File: src/hw/regulator_control_regs_cfg.svh
`ifndef REGULATOR_CONTROL_REGS_CFG_SVH
`define REGULATOR_CONTROL_REGS_CFG_SVH

// ==========================================================================
// register indices (byte address is four times the index)
`define IDX_GEN5 15'h4074
`define IDX_ON5 15'h4075
`define IDX_SLP5 15'h4076
`define IDX_GEN6 15'h4077
`define IDX_ON6 15'h4078
`define IDX_SLP6 15'h4079
`define IDX_GEN7 15'h407A
`define IDX_ON7 15'h407B
`define IDX_STATUS 15'h4090
`define IDX_MASK 15'h4091

// ==========================================================================
// writable bits and reset values
`define GEN_WMASK 16'hDFC1
`define ONSLP_WMASK 16'hE11F
`define GEN56_RESET 16'h0200
`define GEN7_RESET 16'h0000
`define ONSLP_RESET 16'h0000

// ==========================================================================
// field positions
`define UVR_HI 15
`define UVR_LO 14
`define HWS_HI 12
`define HWS_LO 11
`define HWV_BIT 10
`define HWM_HI 9
`define HWM_LO 8
`define FLT_BIT 7
`define SWI_BIT 6
`define SLOT_HI 15
`define SLOT_LO 13
`define MODE_BIT 8
`define VC_HI 4
`define VC_LO 0

// ==========================================================================
// voltage code mapping
`define VLOW_LAST 5'h0C
`define VLOW_BASE_MV 1000
`define VLOW_STEP_MV 50
`define VHIGH_FIRST 5'h0D
`define VHIGH_BASE_MV 1700
`define VHIGH_STEP_MV 100
`define LAST_SLOT 3'h5

`endif

File: src/hw/regulator_control_regs_pkg.sv
`default_nettype none

package regulator_control_regs_pkg;

    // ======================================================================
    // encodings
    typedef enum logic [1:0] {
        UV_IGNORE = 2'h0,
        UV_SHUTDOWN = 2'h1,
        UV_DEV_RESET = 2'h2,
        UV_RESERVED = 2'h3
    } uv_resp_e;

    typedef enum logic [1:0] {
        HWS_OFF = 2'h0,
        HWS_IN1 = 2'h1,
        HWS_IN2 = 2'h2,
        HWS_EITHER = 2'h3
    } hw_src_e;

    typedef enum logic [1:0] {
        HWM_LP_A = 2'h0,
        HWM_OFF = 2'h1,
        HWM_LP_B = 2'h2,
        HWM_FOLLOW = 2'h3
    } hw_mode_e;

    typedef enum logic [1:0] {
        BUS_IDLE = 2'b01,
        BUS_ACK = 2'b10
    } bus_state_e;

    // ======================================================================
    // whole state of the register bank
    typedef struct packed {
        bus_state_e bus;
        logic [31:0] rdata;
        logic [2:0][15:0] gen;
        logic [2:0][15:0] on;
        logic [1:0][15:0] slp;
        logic [2:0] status;
        logic [2:0] mask;
        logic [2:0] seq_on;
        logic [2:0] sleep;
        logic [2:0] shut;
        logic dev_rst;
        logic [2:0] en;
        logic [2:0] lp;
        logic [14:0] vcode;
        logic [35:0] mv;
        logic [2:0] disc;
        logic [2:0] sw;
    } state_s;

endpackage : regulator_control_regs_pkg

`default_nettype wire

File: src/hw/regulator_control_regs.sv
// Functional notes
// - undervoltage response: ignore, shutdown, device reset
// - every undervoltage fault sets interrupt status
// - hardware control source selects input 1/2/either
// - hardware control picks active or sleep voltage
// - hardware mode: low power, off, follow
// - float bit stops discharge; switch bit
// - startup slot 1..5 enables, 0 never
// - slot codes 110/111 follow hardware enables
// - active mode bit selects normal or low power
// - codes 00h-0Ch give 1.0-1.6V, 50mV
// - codes 0Dh-1Fh give 1.7-3.5V, 100mV
// - slot and voltage loadable from OTP
// - hw-enabled regulators sleep in selected slot
`default_nettype none

`include "regulator_control_regs_cfg.svh"

module regulator_control_regs
    import regulator_control_regs_pkg::*;
(
    input wire logic I_MCLK,
    input wire logic I_SRST,
    input wire logic [16:0] I_AVS_ADDRESS,
    input wire logic I_AVS_READ,
    input wire logic I_AVS_WRITE,
    input wire logic [31:0] I_AVS_WRITEDATA,
    input wire logic [3:0] I_AVS_BYTEENABLE,
    output logic [31:0] O_AVS_READDATA,
    output logic O_AVS_WAITREQUEST,
    input wire logic [2:0] I_UV_FAULT,
    input wire logic [1:0] I_HW_CTRL,
    input wire logic [1:0] I_HW_EN,
    input wire logic [2:0] I_SEQ_SLOT,
    input wire logic I_SEQ_STEP,
    input wire logic I_SEQ_DOWN,
    input wire logic I_SEQ_SLEEP_STEP,
    input wire logic I_SEQ_WAKE,
    input wire logic I_OTP_LOAD,
    input wire logic [8:0] I_OTP_SLOT,
    input wire logic [14:0] I_OTP_VCODE,
    input wire logic [15:0] I_REG7_SLEEP_CFG,
    output logic [2:0] O_REG_ENABLE,
    output logic [2:0] O_REG_LOW_POWER,
    output logic [14:0] O_REG_VCODE,
    output logic [35:0] O_REG_MV,
    output logic [2:0] O_REG_DISCHARGE,
    output logic [2:0] O_REG_PASS_SWITCH,
    output logic O_DEVICE_RESET,
    output logic O_IRQ
);

    // ======================================================================
    // helpers
    function automatic logic [11:0] code_to_mv(input logic [4:0] c);
        logic [11:0] r;
        r = 12'(`VHIGH_BASE_MV + `VHIGH_STEP_MV * (int'(c) - int'(`VHIGH_FIRST)));
        if (c <= `VLOW_LAST)
        begin
            r = 12'(`VLOW_BASE_MV + `VLOW_STEP_MV * int'(c));
        end
        return r;
    endfunction : code_to_mv

    function automatic logic [15:0] read_word(input state_s st, input logic [14:0] idx);
        logic [15:0] r;
        r = 16'h0000;
        case (idx)
            `IDX_GEN5: r = st.gen[0];
            `IDX_ON5: r = st.on[0];
            `IDX_SLP5: r = st.slp[0];
            `IDX_GEN6: r = st.gen[1];
            `IDX_ON6: r = st.on[1];
            `IDX_SLP6: r = st.slp[1];
            `IDX_GEN7: r = st.gen[2];
            `IDX_ON7: r = st.on[2];
            `IDX_STATUS: r = {13'h0000, st.status};
            `IDX_MASK: r = {13'h0000, st.mask};
            default: r = 16'h0000;
        endcase
        return r;
    endfunction : read_word

    // ======================================================================
    // state
    state_s s_r;
    state_s s_nxt;

    logic [14:0] idx;
    logic take_wr;
    logic [15:0] cur;
    logic [15:0] wv;
    logic [2:0] clr;
    logic [2:0][15:0] slv;

    assign idx = I_AVS_ADDRESS[16:2];
    assign take_wr = (s_r.bus == BUS_ACK) && I_AVS_WRITE;
    assign cur = read_word(s_r, idx);
    assign slv = {I_REG7_SLEEP_CFG, s_r.slp[1], s_r.slp[0]};

    always_comb
    begin
        wv = cur;
        if (I_AVS_BYTEENABLE[0])
        begin
            wv[7:0] = I_AVS_WRITEDATA[7:0];
        end
        if (I_AVS_BYTEENABLE[1])
        begin
            wv[15:8] = I_AVS_WRITEDATA[15:8];
        end
    end

    // status bits cleared by writing one
    assign clr = (take_wr && idx == `IDX_STATUS && I_AVS_BYTEENABLE[0]) ?
        I_AVS_WRITEDATA[2:0] : 3'h0;

    // ======================================================================
    // next state
    always_comb
    begin
        logic [15:0] g;
        logic [15:0] o;
        logic [15:0] sl;
        logic [2:0] slot;
        logic [2:0] sslot;
        logic hwa;
        logic en;
        logic lp;
        logic [4:0] vc;
        s_nxt = s_r;
        s_nxt.dev_rst = 1'b0;
        g = 16'h0000;
        o = 16'h0000;
        sl = 16'h0000;
        slot = 3'h0;
        sslot = 3'h0;
        hwa = 1'b0;
        en = 1'b0;
        lp = 1'b0;
        vc = 5'h00;

        // bus handshake: read data captured entering the answer cycle
        case (s_r.bus)
            BUS_IDLE:
            begin
                if (I_AVS_READ || I_AVS_WRITE)
                begin
                    s_nxt.bus = BUS_ACK;
                end
                if (I_AVS_READ)
                begin
                    s_nxt.rdata = {16'h0000, cur};
                end
            end
            BUS_ACK: s_nxt.bus = BUS_IDLE;
            default: s_nxt.bus = BUS_IDLE;
        endcase

        // one-time memory preload of slot and voltage
        if (I_OTP_LOAD)
        begin
            for (int i = 0; i < 3; i++)
            begin
                s_nxt.on[i][`SLOT_HI:`SLOT_LO] = I_OTP_SLOT[3*i +: 3];
                s_nxt.on[i][`VC_HI:`VC_LO] = I_OTP_VCODE[5*i +: 5];
            end
        end

        // register writes
        if (take_wr)
        begin
            case (idx)
                `IDX_GEN5: s_nxt.gen[0] = wv & `GEN_WMASK;
                `IDX_ON5: s_nxt.on[0] = wv & `ONSLP_WMASK;
                `IDX_SLP5: s_nxt.slp[0] = wv & `ONSLP_WMASK;
                `IDX_GEN6: s_nxt.gen[1] = wv & `GEN_WMASK;
                `IDX_ON6: s_nxt.on[1] = wv & `ONSLP_WMASK;
                `IDX_SLP6: s_nxt.slp[1] = wv & `ONSLP_WMASK;
                `IDX_GEN7: s_nxt.gen[2] = wv & `GEN_WMASK;
                `IDX_ON7: s_nxt.on[2] = wv & `ONSLP_WMASK;
                `IDX_MASK: s_nxt.mask = wv[2:0];
                default: s_nxt.mask = s_nxt.mask;
            endcase
        end

        // fault capture: the set wins over a same-cycle clear
        s_nxt.status = (s_r.status & ~clr) | I_UV_FAULT;
        s_nxt.shut = s_r.shut & ~(clr & ~I_UV_FAULT);

        for (int i = 0; i < 3; i++)
        begin
            g = s_r.gen[i];
            o = s_r.on[i];
            sl = slv[i];
            slot = o[`SLOT_HI:`SLOT_LO];
            sslot = sl[`SLOT_HI:`SLOT_LO];

            if (I_UV_FAULT[i])
            begin
                case (uv_resp_e'(g[`UVR_HI:`UVR_LO]))
                    UV_SHUTDOWN: s_nxt.shut[i] = 1'b1;
                    UV_DEV_RESET: s_nxt.dev_rst = 1'b1;
                    default: s_nxt.shut[i] = s_nxt.shut[i];
                endcase
            end

            // power-up sequencer timeslots
            if (I_SEQ_DOWN)
            begin
                s_nxt.seq_on[i] = 1'b0;
            end
            else if (I_SEQ_STEP && slot != 3'h0 && slot <= `LAST_SLOT && slot == I_SEQ_SLOT)
            begin
                s_nxt.seq_on[i] = 1'b1;
            end

            // sleep entry for hardware-enabled regulators
            if (I_SEQ_WAKE)
            begin
                s_nxt.sleep[i] = 1'b0;
            end
            else if (slot[2:1] == 2'b11 && I_SEQ_SLEEP_STEP && sslot != 3'h0 &&
                sslot <= `LAST_SLOT && sslot == I_SEQ_SLOT)
            begin
                s_nxt.sleep[i] = 1'b1;
            end

            case (hw_src_e'(g[`HWS_HI:`HWS_LO]))
                HWS_IN1: hwa = I_HW_CTRL[0];
                HWS_IN2: hwa = I_HW_CTRL[1];
                HWS_EITHER: hwa = |I_HW_CTRL;
                default: hwa = 1'b0;
            endcase

            case (slot)
                3'h0: en = 1'b0;
                3'h6: en = I_HW_EN[0];
                3'h7: en = I_HW_EN[1];
                default: en = s_r.seq_on[i];
            endcase
            en = en & ~s_r.shut[i];

            vc = o[`VC_HI:`VC_LO];
            lp = o[`MODE_BIT];
            if (s_r.sleep[i])
            begin
                vc = sl[`VC_HI:`VC_LO];
                lp = sl[`MODE_BIT];
            end

            if (hwa)
            begin
                vc = g[`HWV_BIT] ? sl[`VC_HI:`VC_LO] : o[`VC_HI:`VC_LO];
                case (hw_mode_e'(g[`HWM_HI:`HWM_LO]))
                    HWM_OFF: en = 1'b0;
                    HWM_FOLLOW: lp = o[`MODE_BIT];
                    default: lp = 1'b1;
                endcase
            end

            s_nxt.en[i] = en;
            s_nxt.lp[i] = lp;
            s_nxt.vcode[5*i +: 5] = vc;
            s_nxt.mv[12*i +: 12] = code_to_mv(vc);
            s_nxt.disc[i] = ~en & ~g[`FLT_BIT];
            s_nxt.sw[i] = g[`SWI_BIT];
        end
    end

    // ======================================================================
    // registers
    always_ff @(posedge I_MCLK)
    begin
        if (I_SRST)
        begin
            s_r <= '0;
            s_r.bus <= BUS_IDLE;
            s_r.gen[0] <= `GEN56_RESET;
            s_r.gen[1] <= `GEN56_RESET;
            s_r.gen[2] <= `GEN7_RESET;
            s_r.on <= {3{`ONSLP_RESET}};
            s_r.slp <= {2{`ONSLP_RESET}};
            s_r.mv <= {3{12'(`VLOW_BASE_MV)}};
            s_r.disc <= 3'h7;
        end
        else
        begin
            s_r <= s_nxt;
        end
    end

    // ======================================================================
    // outputs
    assign O_AVS_WAITREQUEST = (I_AVS_READ || I_AVS_WRITE) && s_r.bus != BUS_ACK;
    assign O_AVS_READDATA = s_r.rdata;
    assign O_REG_ENABLE = s_r.en;
    assign O_REG_LOW_POWER = s_r.lp;
    assign O_REG_VCODE = s_r.vcode;
    assign O_REG_MV = s_r.mv;
    assign O_REG_DISCHARGE = s_r.disc;
    assign O_REG_PASS_SWITCH = s_r.sw;
    assign O_DEVICE_RESET = s_r.dev_rst;
    assign O_IRQ = |(s_r.status & s_r.mask);

endmodule : regulator_control_regs

`default_nettype wire

File: config.mk
export PLATFORM = sky130hd
export DESIGN_NAME = regulator_control_regs
export DESIGN_NICKNAME = d
export VERILOG_FILES = /design/src/hw/regulator_control_regs_pkg.sv /design/src/hw/regulator_control_regs.sv
export VERILOG_INCLUDE_DIRS = /design/src /design/src/hw
export SDC_FILE = /design/constraint.sdc
export NUM_CORES = 1
export LEC_CHECK = 0
export BUFFER_PORTS_ARGS = -buffer_cell sky130_fd_sc_hd__buf_2
export CAP_MARGIN = 20
export CORE_MARGIN = 2
export CORE_UTILIZATION = 57
export DETAILED_ROUTE_END_ITERATION = 6
export HOLD_SLACK_MARGIN = 0.03
export PLACE_DENSITY = 0.86
export SETUP_SLACK_MARGIN = 0.5
export SYNTH_ARGS = -nofsm -noshare
export SYNTH_HDL_FRONTEND = slang
export SYNTH_SLANG_ARGS = --single-unit
File: constraint.sdc
create_clock -name I_MCLK -period 9.32 [get_ports I_MCLK]
set_input_delay 1.398 -clock I_MCLK [delete_from_list [all_inputs] [get_ports I_MCLK]]
set_output_delay 1.398 -clock I_MCLK [all_outputs]
set_load 0.01 [all_outputs]
==> flow_summary_export.csv, run 1 <==
group,metric,value,unit
logic_synthesis,post_synth_xor_area_fraction,0.06486,
setup_path,delay_heaviest_family_cp,"adder cells",
global_route,grt_first_pass_wirelength,48.87,mm
logic_synthesis,post_synth_fa_ha_maj_area_fraction,0.1150,
detailed_routing,num_vias,10350,
timing,final-hold-violation-count,0,
power_and_ir_drop,pwr-share-comb,0.318,
power_and_ir_drop,sequentialPowerShare,0.355,
logic_synthesis,flip_flop_and_latch_count_after_synthesis,168,
timing,timing.slew.headroom,0.3743,
final_layout,most_frequent_standard_cell_in_the_layout_excluding_fill_and_tap_cells,"sky130_fd_sc_hd__dfxtp_1",
logic_synthesis,synth_edf_count,0,
logic_synthesis,ys_flop_type,"sky130_fd_sc_hd__dfxtp_1",
setup_path,critical_path_cell_sequence,"buf_2 -> a22oi_4 -> mux2i_4 -> mux2i_4 -> inv_2 -> ha_1 -> o211ai_1 -> mux2i_1 -> nor3_1 -> o21bai_1 -> nand2_1 -> ha_1 -> ha_1 -> ha_1 -> ha_1 -> ha_1 -> a21o_1 -> a21oi_1 -> xnor2_1 -> o21ai_0 -> a311o_1 -> o2111ai_1 -> xor2_1 -> a211oi_2",
setup_path,worst-endpoint-required,9.62,ns
clock_network,clk-insertion-delay-late,0.45,ns
die,floorplan_die_width,148.4,um
final_layout,register_area,3363,um2
timing,total_count_of_max_transition_violations_in_the_final_report,0,
logic_synthesis,post_synth_instance_area,11880,um2
clock_network,cts_buffers,17,
timing,timing.fmax,138.5,MHz
setup_path,critPathBufInv,2,
final_layout,layout-area-overhead-vs-synth,7.222,%
logic_synthesis,syn-instance-count,1420,
timing,setup_repair_after_global_routing_missed_its_margin,"no",
job,max_cap_viol_count,0,
power_and_ir_drop,switching_share,0.3531,
place,finalWeightedCongestion,0.9473,
setup_path,timing.setup.critical_path_class,"input port to flip-flop",
setup_path,signal_arrival_time_at_the_worst_endpoint,7.52,ns
logic_synthesis,post_synth.cell_area_avg,8.369,um2
die,placementRows,52,
power_and_ir_drop,cellInternalPower,1.426,mW
clock_network,clkSinkCount,168,
logic_synthesis,share_of_the_synthesized_area_in_compound_gates_ao_oa_aoi_oai,0.1712,
detailed_routing,antenna_left,0,
power_and_ir_drop,netSwitchingPower,778.4,uW
global_route,overflow_left_after_global_routing,0,
detailed_routing,vias_per_cell,5.956,
power_and_ir_drop,vdd_ir_drop_max,135.5,uV
clock_network,cts.reportedPaths.clkPinSlew,0.07,ns
setup_path,cpMaxStageDelayCell,"sky130_fd_sc_hd__mux2i_4",
clock_network,cts_root_buf,"sky130_fd_sc_hd__clkbuf_16",
final_layout,most-common-layout-cells,"sky130_fd_sc_hd__dfxtp_1 (168), sky130_fd_sc_hd__buf_2 (160), sky130_fd_sc_hd__nor2_1 (152), sky130_fd_sc_hd__nand2_1 (105), sky130_fd_sc_hd__a21oi_1 (95)",
timing,final.period_utilization,0.7746,
logic_synthesis,synth.distinct_cells,83,
place,detailed_place_hpwl,22.71,mm
setup_path,cp_slowest_stage_delay,0.66,ns
global_route,first_global_vias,9549,
setup_path,cp-end-kind,"flip-flop",
logic_synthesis,synth_warnings,0,
setup_path,worst-path-stages,24,
setup_path,cp-start-kind,"input port",
timing,final-setup-viol-count,0,
final_layout,nFillCells,1709,
logic_synthesis,synth.yosys.seq_area_share,0.2830,
power_and_ir_drop,powerDensity,173.0,nW/um2
logic_synthesis,synth.mux.area_fraction,0.07602,
final_layout,drive_gt1_frac,0.1760,
clock_network,ctsResizeCount,0,
clock_network,clockBufferDepth,2,
timing,total_negative_setup_slacks,0,ns
status,status,"finished, final reports clean",
setup_path,cp_max_fo,14,
global_route,grt_start_max_net_pins,85,
logic_synthesis,synth_top_family_by_area,"simple AND/OR/NAND/NOR gates",
detailed_routing,wirelength,30.71,mm
die,initial_utilization,0.5836,
timing,fin_worst_skew,0.01143,ns
timing,hold_ws,0.4764,ns
die,placeableCoreArea,20360,um2
logic_synthesis,yosys.area_share.simple,0.1796,
detailed_routing,avgRoutedWirePerCell,17.68,um
power_and_ir_drop,power.share.clock,0.327,
die,floorplan.die_area,22020,um2
clock_network,htreeDepth,4,
power_and_ir_drop,leakage,5.701,nW
detailed_routing,drtIter0Drc,966,
die,num_io_pins,210,
timing,period_minus_slack,7.219,ns
hold_path,hold-path-cell-count,1,
clock_network,holdBufCountCts,0,
clock_network,post-cts-setup-buffer-count,0,
die,die_h,148.4,um
global_route,grt_antenna_before_repair,0,
final_layout,layout.nets,1667,
global_route,track_usage,0.2747,
detailed_routing,drt_first_pass_iters,5,
detailed_routing,post-route-drc-count,0,
power_and_ir_drop,totalPowerFinal,2.205,mW
place,portBuffers,161,
timing,tightestPinTransition,0.9386,ns
setup_path,number_of_cells_on_the_worst_reg_to_reg_path,23,
final_layout,multi_input_comb_area,7287,um2
setup_path,path_common_cell,"sky130_fd_sc_hd__ha_1",
clock_network,tritoncts_clock_tree,"done",
hold_path,hold_path.class,"flip-flop to flip-flop",
logic_synthesis,async_flop_share,0,
final_layout,final_core_util,0.6257,
final_layout,fin_cells,1737,
place,place.detailed.instances,1703,
## flip-flops by register name, indices dropped and copies added (netlist names)
register / flops
s_r: 89
O_REG_MV: 33
O_AVS_READDATA: 15
O_REG_VCODE: 15
O_REG_DISCHARGE: 3
O_REG_ENABLE: 3
O_REG_LOW_POWER: 3
O_REG_PASS_SWITCH: 3
s_nxt: 3
O_DEVICE_RESET: 1
## worst reg2reg max path, cell delays in order (launching register included)
cell and delay [ns]:
sky130_fd_sc_hd__dfxtp_1 0.36, sky130_fd_sc_hd__a22oi_4 0.34, sky130_fd_sc_hd__mux2i_4 0.66, sky130_fd_sc_hd__mux2i_4 0.52, sky130_fd_sc_hd__inv_2 0.10, sky130_fd_sc_hd__ha_1 0.34
sky130_fd_sc_hd__o211ai_1 0.15, sky130_fd_sc_hd__mux2i_1 0.09, sky130_fd_sc_hd__nor3_1 0.53, sky130_fd_sc_hd__o21bai_1 0.20, sky130_fd_sc_hd__nand2_1 0.07, sky130_fd_sc_hd__ha_1 0.27
sky130_fd_sc_hd__ha_1 0.31, sky130_fd_sc_hd__ha_1 0.30, sky130_fd_sc_hd__ha_1 0.34, sky130_fd_sc_hd__ha_1 0.31, sky130_fd_sc_hd__a21o_1 0.17, sky130_fd_sc_hd__a21oi_1 0.18
sky130_fd_sc_hd__xnor2_1 0.22, sky130_fd_sc_hd__o21ai_0 0.15, sky130_fd_sc_hd__a311o_1 0.29, sky130_fd_sc_hd__o2111ai_1 0.14, sky130_fd_sc_hd__xor2_1 0.21, sky130_fd_sc_hd__a211oi_2 0.09
## cell families after synthesis
kind of cell / Yosys count
mux: 77
fa+ha+maj: 102
simple gates: 436
buf+inv: 247
compound gates: 301
xor+xnor: 88
other cells: 1
flops: 168
## per-stage QoR
stage               setup WS (ns)  instance area [um2]
finish                      2.101                12740
detailed placement          1.720                12120
global placement            1.881                12120
floorplan                   2.442                11960
CTS                         2.152                12730
global route                1.703                12740
## path summary, 6_finish.rpt
kind                                   start                 end  slack, ns
worst min-delay path                s_r[166]  O_REG_DISCHARGE[0]       0.48
worst max-delay path            I_HW_CTRL[1]        O_REG_MV[11]       2.10
worst min register to register      s_r[166]  O_REG_DISCHARGE[0]       0.48
worst max register to register      s_r[171]        O_REG_MV[11]       2.85
## power groups by stage
stage | Sequential (mW) | Clock (mW) | Combinational (mW)
6_report | 0.783 | 0.720 | 0.702
5_1_grt | 0.786 | 0.750 | 0.779
4_1_cts | 0.782 | 0.723 | 0.697
3_5_place_dp | 0.798 | 0 | 0.689
3_3_place_gp | 0.798 | 0 | 0.667
2_1_floorplan | 0.787 | 0 | 0.574
## metal layers
| metal | part of all wire | GRT usage |
|---|---|---|
| met5 | 0 | 0 |
| met3 | 0.095 | 0.04755 |
| met2 | 0.46 | 0.4361 |
| met1 | 0.42 | 0.3783 |
| met4 | 0.026 | 0.09571 |
## synth_stat cells, drive strengths merged (29+ instances only)
cell | number | area [um2]
inv | 74 | 282.8
nor2 | 155 | 586.8
dfxtp | 168 | 3363
buf | 109 | 784.5
mux2i | 72 | 847.1
nor3 | 29 | 155.2
nand2 | 105 | 394.1
clkbuf | 64 | 240.2
a211oi | 47 | 357.8
ha | 90 | 1126
a21oi | 101 | 528.0
o21ai | 42 | 210.2
xnor2 | 61 | 534.3
## layout make-up
class	instances	share of cell area
Timing Repair Buffer	168	0.06756
Sequential cell	168	0.2639
Clock buffer	17	0.03339
Antenna cell	1	0.0001964
Clock inverter	15	0.01434
Inverter	74	0.02219
Multi-Input combinational cell	1024	0.5719
Tap cell	270	0.02651
(Power assumes the default switching activity.)
==> run 2: changes to the inputs <==
==> constraint.sdc (replaced) <==
create_clock -name I_MCLK -period 7.2 [get_ports I_MCLK]
set_input_delay 1.08 -clock I_MCLK [delete_from_list [all_inputs] [get_ports I_MCLK]]
set_output_delay 1.08 -clock I_MCLK [all_outputs]
set_load 0.01 [all_outputs]
==> run 2 against run 1 <==
The run now ends with design-rule violations left. Clock skew grew 0.0030 ns. Hold slack gained 0.00059 ns. Combinational power grew 29%. First-iteration DRC count grew 14%. Global-route usage grew 0.24 points. Power grew 30%. Sequential power grew 29%. Non-clock buffer count grew 7. Final area grew 0.57%.
==> flow_summary_export.csv, run 2 (synthesis gave the netlist of run 1 again) <==
group,metric,value,unit
power_and_ir_drop,switching_share,0.3455,
global_route,first_global_vias,9786,
place,setup_slack_placement,0.5576,ns
detailed_routing,wirelength,31.08,mm
power_and_ir_drop,leakage,5.740,nW
die,placementRows,52,
timing,layout_setup_ws,1.033,ns
setup_path,cp-end-kind,"flip-flop",
power_and_ir_drop,vdd_ir_drop_max,157.8,uV
clock_network,cts.reportedPaths.clkPinSlew,0.08,ns
final_layout,nFillCells,1708,
detailed_routing,drt_first_pass_iters,7,
power_and_ir_drop,netSwitchingPower,992.4,uW
power_and_ir_drop,totalPowerFinal,2.873,mW
setup_path,cp_slowest_stage_delay,0.50,ns
setup_path,timing.setup.critical_path_class,"input port to flip-flop",
final_layout,drive_gt1_frac,0.1799,
clock_network,clk-insertion-delay-late,0.44,ns
clock_network,holdBufCountCts,0,
final_layout,register_area,3363,um2
timing,timing.fmax,162.1,MHz
place,finalWeightedCongestion,0.9476,
timing,period_minus_slack,6.167,ns
timing,total_count_of_max_transition_violations_in_the_final_report,0,
power_and_ir_drop,powerDensity,224.2,nW/um2
final_layout,fin_cells,1744,
die,die_h,148.4,um
place,portBuffers,161,
status,status,"finished, violations left",
global_route,grt_first_pass_wirelength,49.27,mm
timing,fin_worst_skew,0.01441,ns
die,floorplan.die_area,22020,um2
clock_network,cts_root_buf,"sky130_fd_sc_hd__clkbuf_16",
detailed_routing,vias_per_cell,5.990,
setup_path,critPathBufInv,3,
job,max_cap_viol_count,0,
power_and_ir_drop,power.share.clock,0.332,
timing,setup_repair_after_global_routing_missed_its_margin,"no",
hold_path,hold-path-cell-count,1,
die,num_io_pins,210,
detailed_routing,antenna_left,0,
clock_network,htreeDepth,4,
detailed_routing,avgRoutedWirePerCell,17.82,um
clock_network,clkSinkCount,168,
status,failed_checks,"design-rule violations",
final_layout,layout-area-overhead-vs-synth,7.833,%
final_layout,regMostFlops,"s_r",
clock_network,clockBufferDepth,2,
clock_network,post-cts-setup-buffer-count,0,
setup_path,signal_arrival_time_at_the_worst_endpoint,6.47,ns
final_layout,multi_input_comb_area,7287,um2
die,initial_utilization,0.5836,
detailed_routing,drtIter0Drc,1098,
timing,final-hold-violation-count,0,
setup_path,path_common_cell,"sky130_fd_sc_hd__ha_1",
setup_path,number_of_cells_on_the_worst_reg_to_reg_path,24,
setup_path,origin_of_the_critical_flop_to_flop_path,"s_r[171]",
final_layout,most-common-layout-cells,"sky130_fd_sc_hd__dfxtp_1 (168), sky130_fd_sc_hd__buf_2 (160), sky130_fd_sc_hd__nor2_1 (152), sky130_fd_sc_hd__nand2_1 (105), sky130_fd_sc_hd__a21oi_1 (95)",
place,dpl-instance-area,12160,um2
place,place.detailed.instances,1708,
setup_path,worst-endpoint-required,7.50,ns
die,floorplan_die_width,148.4,um
setup_path,cp-start-kind,"input port",
global_route,grt_start_max_net_pins,90,
clock_network,cts_buffers,17,
hold_path,worstHoldStart,"s_r[166]",
detailed_routing,post-route-drc-count,16,
final_layout,final_cell_area,12810,um2
global_route,track_usage,0.2771,
timing,final.period_utilization,0.8566,
power_and_ir_drop,cellInternalPower,1.880,mW
setup_path,worstReg2RegEnd,"O_REG_MV[11]",
timing,hold_ws,0.4769,ns
global_route,overflow_left_after_global_routing,0,
final_layout,layout.nets,1674,
clock_network,ctsResizeCount,0,
power_and_ir_drop,sequentialPowerShare,0.353,
hold_path,min_to,"O_REG_DISCHARGE[0]",
setup_path,cp_max_fo,8,
setup_path,crit_path_start,"I_HW_CTRL[1]",
place,detailed_place_hpwl,22.87,mm
detailed_routing,num_vias,10450,
clock_network,tritoncts_clock_tree,"done",
global_route,grt_antenna_before_repair,1,
timing,final-setup-viol-count,0,
timing,total_negative_setup_slacks,0,ns
setup_path,delay_heaviest_family_cp,"adder cells",
final_layout,largest_register_ff_count,89,
hold_path,hold_path.class,"flip-flop to flip-flop",
setup_path,worst_case_register_to_register_setup_slack,1.48,ns
final_layout,most_frequent_standard_cell_in_the_layout_excluding_fill_and_tap_cells,"sky130_fd_sc_hd__dfxtp_1",
power_and_ir_drop,pwr-share-comb,0.316,
timing,tightestPinTransition,0.9053,ns
final_layout,final_core_util,0.6293,
setup_path,cpMaxStageDelayCell,"sky130_fd_sc_hd__mux2i_4",
timing,timing.slew.headroom,0.3965,
die,placeableCoreArea,20360,um2
==> run 2: changes by cell type in the layout (fill, tap and decap cells not counted) <==
cell                         previous run  this run
sky130_fd_sc_hd__buf_16                 0         1
sky130_fd_sc_hd__buf_4                  7        12
sky130_fd_sc_hd__bufinv_16              0         1
sky130_fd_sc_hd__clkbuf_4               1         2
sky130_fd_sc_hd__clkinv_4               2         3
sky130_fd_sc_hd__clkinv_8               6         2
sky130_fd_sc_hd__clkinvlp_4             1         2
sky130_fd_sc_hd__inv_6                  3         0
sky130_fd_sc_hd__inv_8                  3         7
==> run 2: worst max path at each step <==
stage | endpoint | slack, ns | depth (start not counted)
after floorplan | O_REG_MV[11] | 0.64 | 23
after global placement | O_REG_MV[11] | 0.68 | 25
final | O_REG_MV[11] | 1.03 | 25
after global routing | O_REG_MV[11] | 0.59 | 25
after detailed placement | O_REG_MV[11] | 0.56 | 25
after CTS | O_REG_MV[11] | 0.98 | 25
==> run 2: per-layer routing <==
layer / global-route usage / up-vias / part of all wire
met5: 0 / - / 0.00042
met4: 0.1095 / 2 / 0.035
met3: 0.06166 / 101 / 0.11
met2: 0.4368 / 603 / 0.45
met1: 0.3701 / 4794 / 0.40
li1: - / 4946 / -
==> run 2: worst reg2reg max path: cells and delay by family (launching register included) <==
family	cells	cell delay [ns]
buf+inv	2	0.24
flops	1	0.35
mux	3	0.92
simple gates	3	0.46
xor+xnor	2	0.44
compound gates	8	1.44
fa+ha+maj	6	1.72
==> run 2: final cells by class <==
class,count,share of cell area
Antenna cell,1,0.0001953
Timing Repair Buffer,175,0.07284
Inverter,74,0.02207
Clock inverter,15,0.01426
Tap cell,270,0.02636
Sequential cell,168,0.2624
Clock buffer,17,0.03320
Multi-Input combinational cell,1024,0.5686
==> run 2: power by group through the flow <==
stage | clock network (mW) | registers (mW) | logic (mW)
2_1_floorplan | 0 | 1.02 | 0.744
3_3_place_gp | 0 | 1.03 | 0.863
3_5_place_dp | 0 | 1.03 | 0.889
4_1_cts | 0.954 | 1.01 | 0.898
5_1_grt | 0.994 | 1.02 | 1.01
6_report | 0.952 | 1.01 | 0.906
==> run 3: changes to the inputs <==
--- a/config.mk
+++ b/config.mk
@@ -12,6 +12,7 @@
 export CORE_UTILIZATION = 57
 export DETAILED_ROUTE_END_ITERATION = 6
 export HOLD_SLACK_MARGIN = 0.03
+export MAX_ROUTING_LAYER = met4
 export PLACE_DENSITY = 0.86
 export SETUP_SLACK_MARGIN = 0.5
 export SYNTH_ARGS = -nofsm -noshare
==> run 3 against run 2 <==
The flow now finishes without violations. Cell count barely moved. Highest routed layer is now met4. First-iteration DRC count fell by 5.3%. Power down 0.69%. Final area down 0.30%. Critical endpoint unchanged.
==> flow_summary_export.csv, run 3 (synthesis gave the netlist of run 1 again) <==
group,metric,value,unit
final_layout,most-common-layout-cells,"sky130_fd_sc_hd__dfxtp_1 (168), sky130_fd_sc_hd__buf_2 (160), sky130_fd_sc_hd__nor2_1 (152), sky130_fd_sc_hd__nand2_1 (105), sky130_fd_sc_hd__a21oi_1 (95)",
timing,fin_worst_skew,0.01260,ns
setup_path,crit_path_start,"I_HW_CTRL[1]",
detailed_routing,num_vias,10390,
timing,hold_ws,0.4839,ns
final_layout,antenna_cells,0,
die,initial_utilization,0.5836,
setup_path,cp-end-kind,"flip-flop",
setup_path,worst-endpoint-required,7.50,ns
detailed_routing,vias_per_cell,5.963,
setup_path,origin_of_the_critical_flop_to_flop_path,"s_r[171]",
die,die_h,148.4,um
clock_network,cts_root_buf,"sky130_fd_sc_hd__clkbuf_16",
die,floorplan.die_area,22020,um2
setup_path,cp-start-kind,"input port",
global_route,first_global_vias,9633,
clock_network,post-cts-setup-buffer-count,0,
timing,timing.fmax,161.7,MHz
clock_network,htreeDepth,4,
detailed_routing,post-route-drc-count,0,
timing,final.period_utilization,0.8590,
clock_network,tritoncts_clock_tree,"done",
place,detailed_place_hpwl,22.92,mm
final_layout,layout.nets,1674,
power_and_ir_drop,leakage,5.728,nW
timing,tightestPinTransition,0.9891,ns
detailed_routing,drtIter0Drc,1040,
status,status,"finished, final reports clean",
clock_network,cts_buffers,17,
power_and_ir_drop,vdd_ir_drop_max,196.8,uV
place,finalWeightedCongestion,0.9672,
global_route,grt_first_pass_wirelength,48.13,mm
setup_path,worst_case_register_to_register_setup_slack,1.45,ns
global_route,track_usage,0.2796,
final_layout,largest_register_ff_count,89,
setup_path,signal_arrival_time_at_the_worst_endpoint,6.48,ns
timing,final-setup-viol-count,0,
power_and_ir_drop,powerDensity,223.3,nW/um2
clock_network,cts.reportedPaths.clkPinSlew,0.07,ns
clock_network,clkSinkCount,168,
global_route,overflow_left_after_global_routing,0,
clock_network,holdBufCountCts,0,
place,portBuffers,161,
clock_network,clockBufferDepth,2,
final_layout,most_frequent_standard_cell_in_the_layout_excluding_fill_and_tap_cells,"sky130_fd_sc_hd__dfxtp_1",
timing,total_negative_setup_slacks,0,ns
timing,period_minus_slack,6.185,ns
clock_network,ctsResizeCount,0,
job,max_cap_viol_count,0,
timing,final-hold-violation-count,0,
final_layout,regMostFlops,"s_r",
die,floorplan_die_width,148.4,um
global_route,grt_start_max_net_pins,96,
setup_path,timing.setup.critical_path_class,"input port to flip-flop",
detailed_routing,drt_first_pass_iters,6,
die,num_io_pins,210,
final_layout,drive_gt1_frac,0.1799,
final_layout,nFillCells,1731,
detailed_routing,antenna_left,0,
global_route,grt_antenna_before_repair,0,
setup_path,cp_max_fo,8,
hold_path,hold_path.class,"flip-flop to flip-flop",
clock_network,clk-insertion-delay-late,0.45,ns
hold_path,worstHoldStart,"s_r[135]",
timing,setup_repair_after_global_routing_missed_its_margin,"no",
final_layout,layout-area-overhead-vs-synth,7.507,%
detailed_routing,wirelength,30.82,mm
die,placementRows,52,
timing,total_count_of_max_transition_violations_in_the_final_report,0,
timing,timing.slew.headroom,0.3406,
die,placeableCoreArea,20360,um2
detailed_routing,avgRoutedWirePerCell,17.68,um
## run 3: power by group
group	internal, mW	switching [mW]
combinational	0.395	0.507
sequential	0.981	0.0314
clock	0.501	0.437
total	1.88	0.976
## run 3: path summary, 6_finish.rpt
check,to,cells after the start
worst max-delay path,O_REG_MV[11],25
worst min-delay path,s_r[135],2
worst max register to register,O_REG_MV[11],24
worst min register to register,s_r[135],2
## run 3: metal layers
layer	part of all wire	GRT usage	wire [um]	vias up
li1	-	-	-	4937
met5	0	-	0	-
met4	0.027	0.1043	840	0
met1	0.43	0.3660	13130	4899
met2	0.45	0.4329	13960	496
met3	0.094	0.05123	2883	62
## run 3: critical path, cell delays in order
cell and delay (ns):
sky130_fd_sc_hd__buf_2 0.14, sky130_fd_sc_hd__a22oi_4 0.35, sky130_fd_sc_hd__mux2i_4 0.49, sky130_fd_sc_hd__mux2i_4 0.32, sky130_fd_sc_hd__inv_2 0.06, sky130_fd_sc_hd__ha_1 0.25, sky130_fd_sc_hd__o211ai_1 0.11, sky130_fd_sc_hd__mux2i_1 0.09
sky130_fd_sc_hd__nor3_1 0.27, sky130_fd_sc_hd__buf_4 0.18, sky130_fd_sc_hd__nand4_1 0.12, sky130_fd_sc_hd__nand2_1 0.10, sky130_fd_sc_hd__ha_1 0.23, sky130_fd_sc_hd__ha_1 0.31, sky130_fd_sc_hd__ha_1 0.30, sky130_fd_sc_hd__ha_1 0.34
sky130_fd_sc_hd__ha_1 0.31, sky130_fd_sc_hd__a21o_1 0.16, sky130_fd_sc_hd__a21oi_1 0.17, sky130_fd_sc_hd__xnor2_1 0.23, sky130_fd_sc_hd__o21ai_0 0.15, sky130_fd_sc_hd__a311o_1 0.28, sky130_fd_sc_hd__o2111ai_1 0.14, sky130_fd_sc_hd__xor2_1 0.21
sky130_fd_sc_hd__a211oi_2 0.09
## run 3: cell type report
type                    count  area (um2)  share of cell area
repair buffers            175       913.4             0.07149
clock inverters            14       152.6             0.01195
well taps                 270       337.8             0.02644
inverters                  74       282.8             0.02213
flip-flops and latches    168        3363              0.2632
clock buffers              18       439.2             0.03437
multi-input cells        1024        7287              0.5704
## run 3: through the flow
stage / setup WS [ns] / utilization / cells / power, mW / cell area [um2]
5_1_grt: 0.6581 / 0.6274 / 1743 / 2.994 / 12780
2_1_floorplan: 0.6401 / - / 1439 / 1.763 / 11960
3_3_place_gp: 0.7041 / 0.5979 / 1710 / 1.898 / 12180
3_5_place_dp: 0.6047 / 0.5979 / 1710 / 1.926 / 12180
6_report: 1.015 / 0.6274 / 1743 / 2.853 / 12780
4_1_cts: 1.012 / 0.6270 / 1742 / 2.851 / 12770
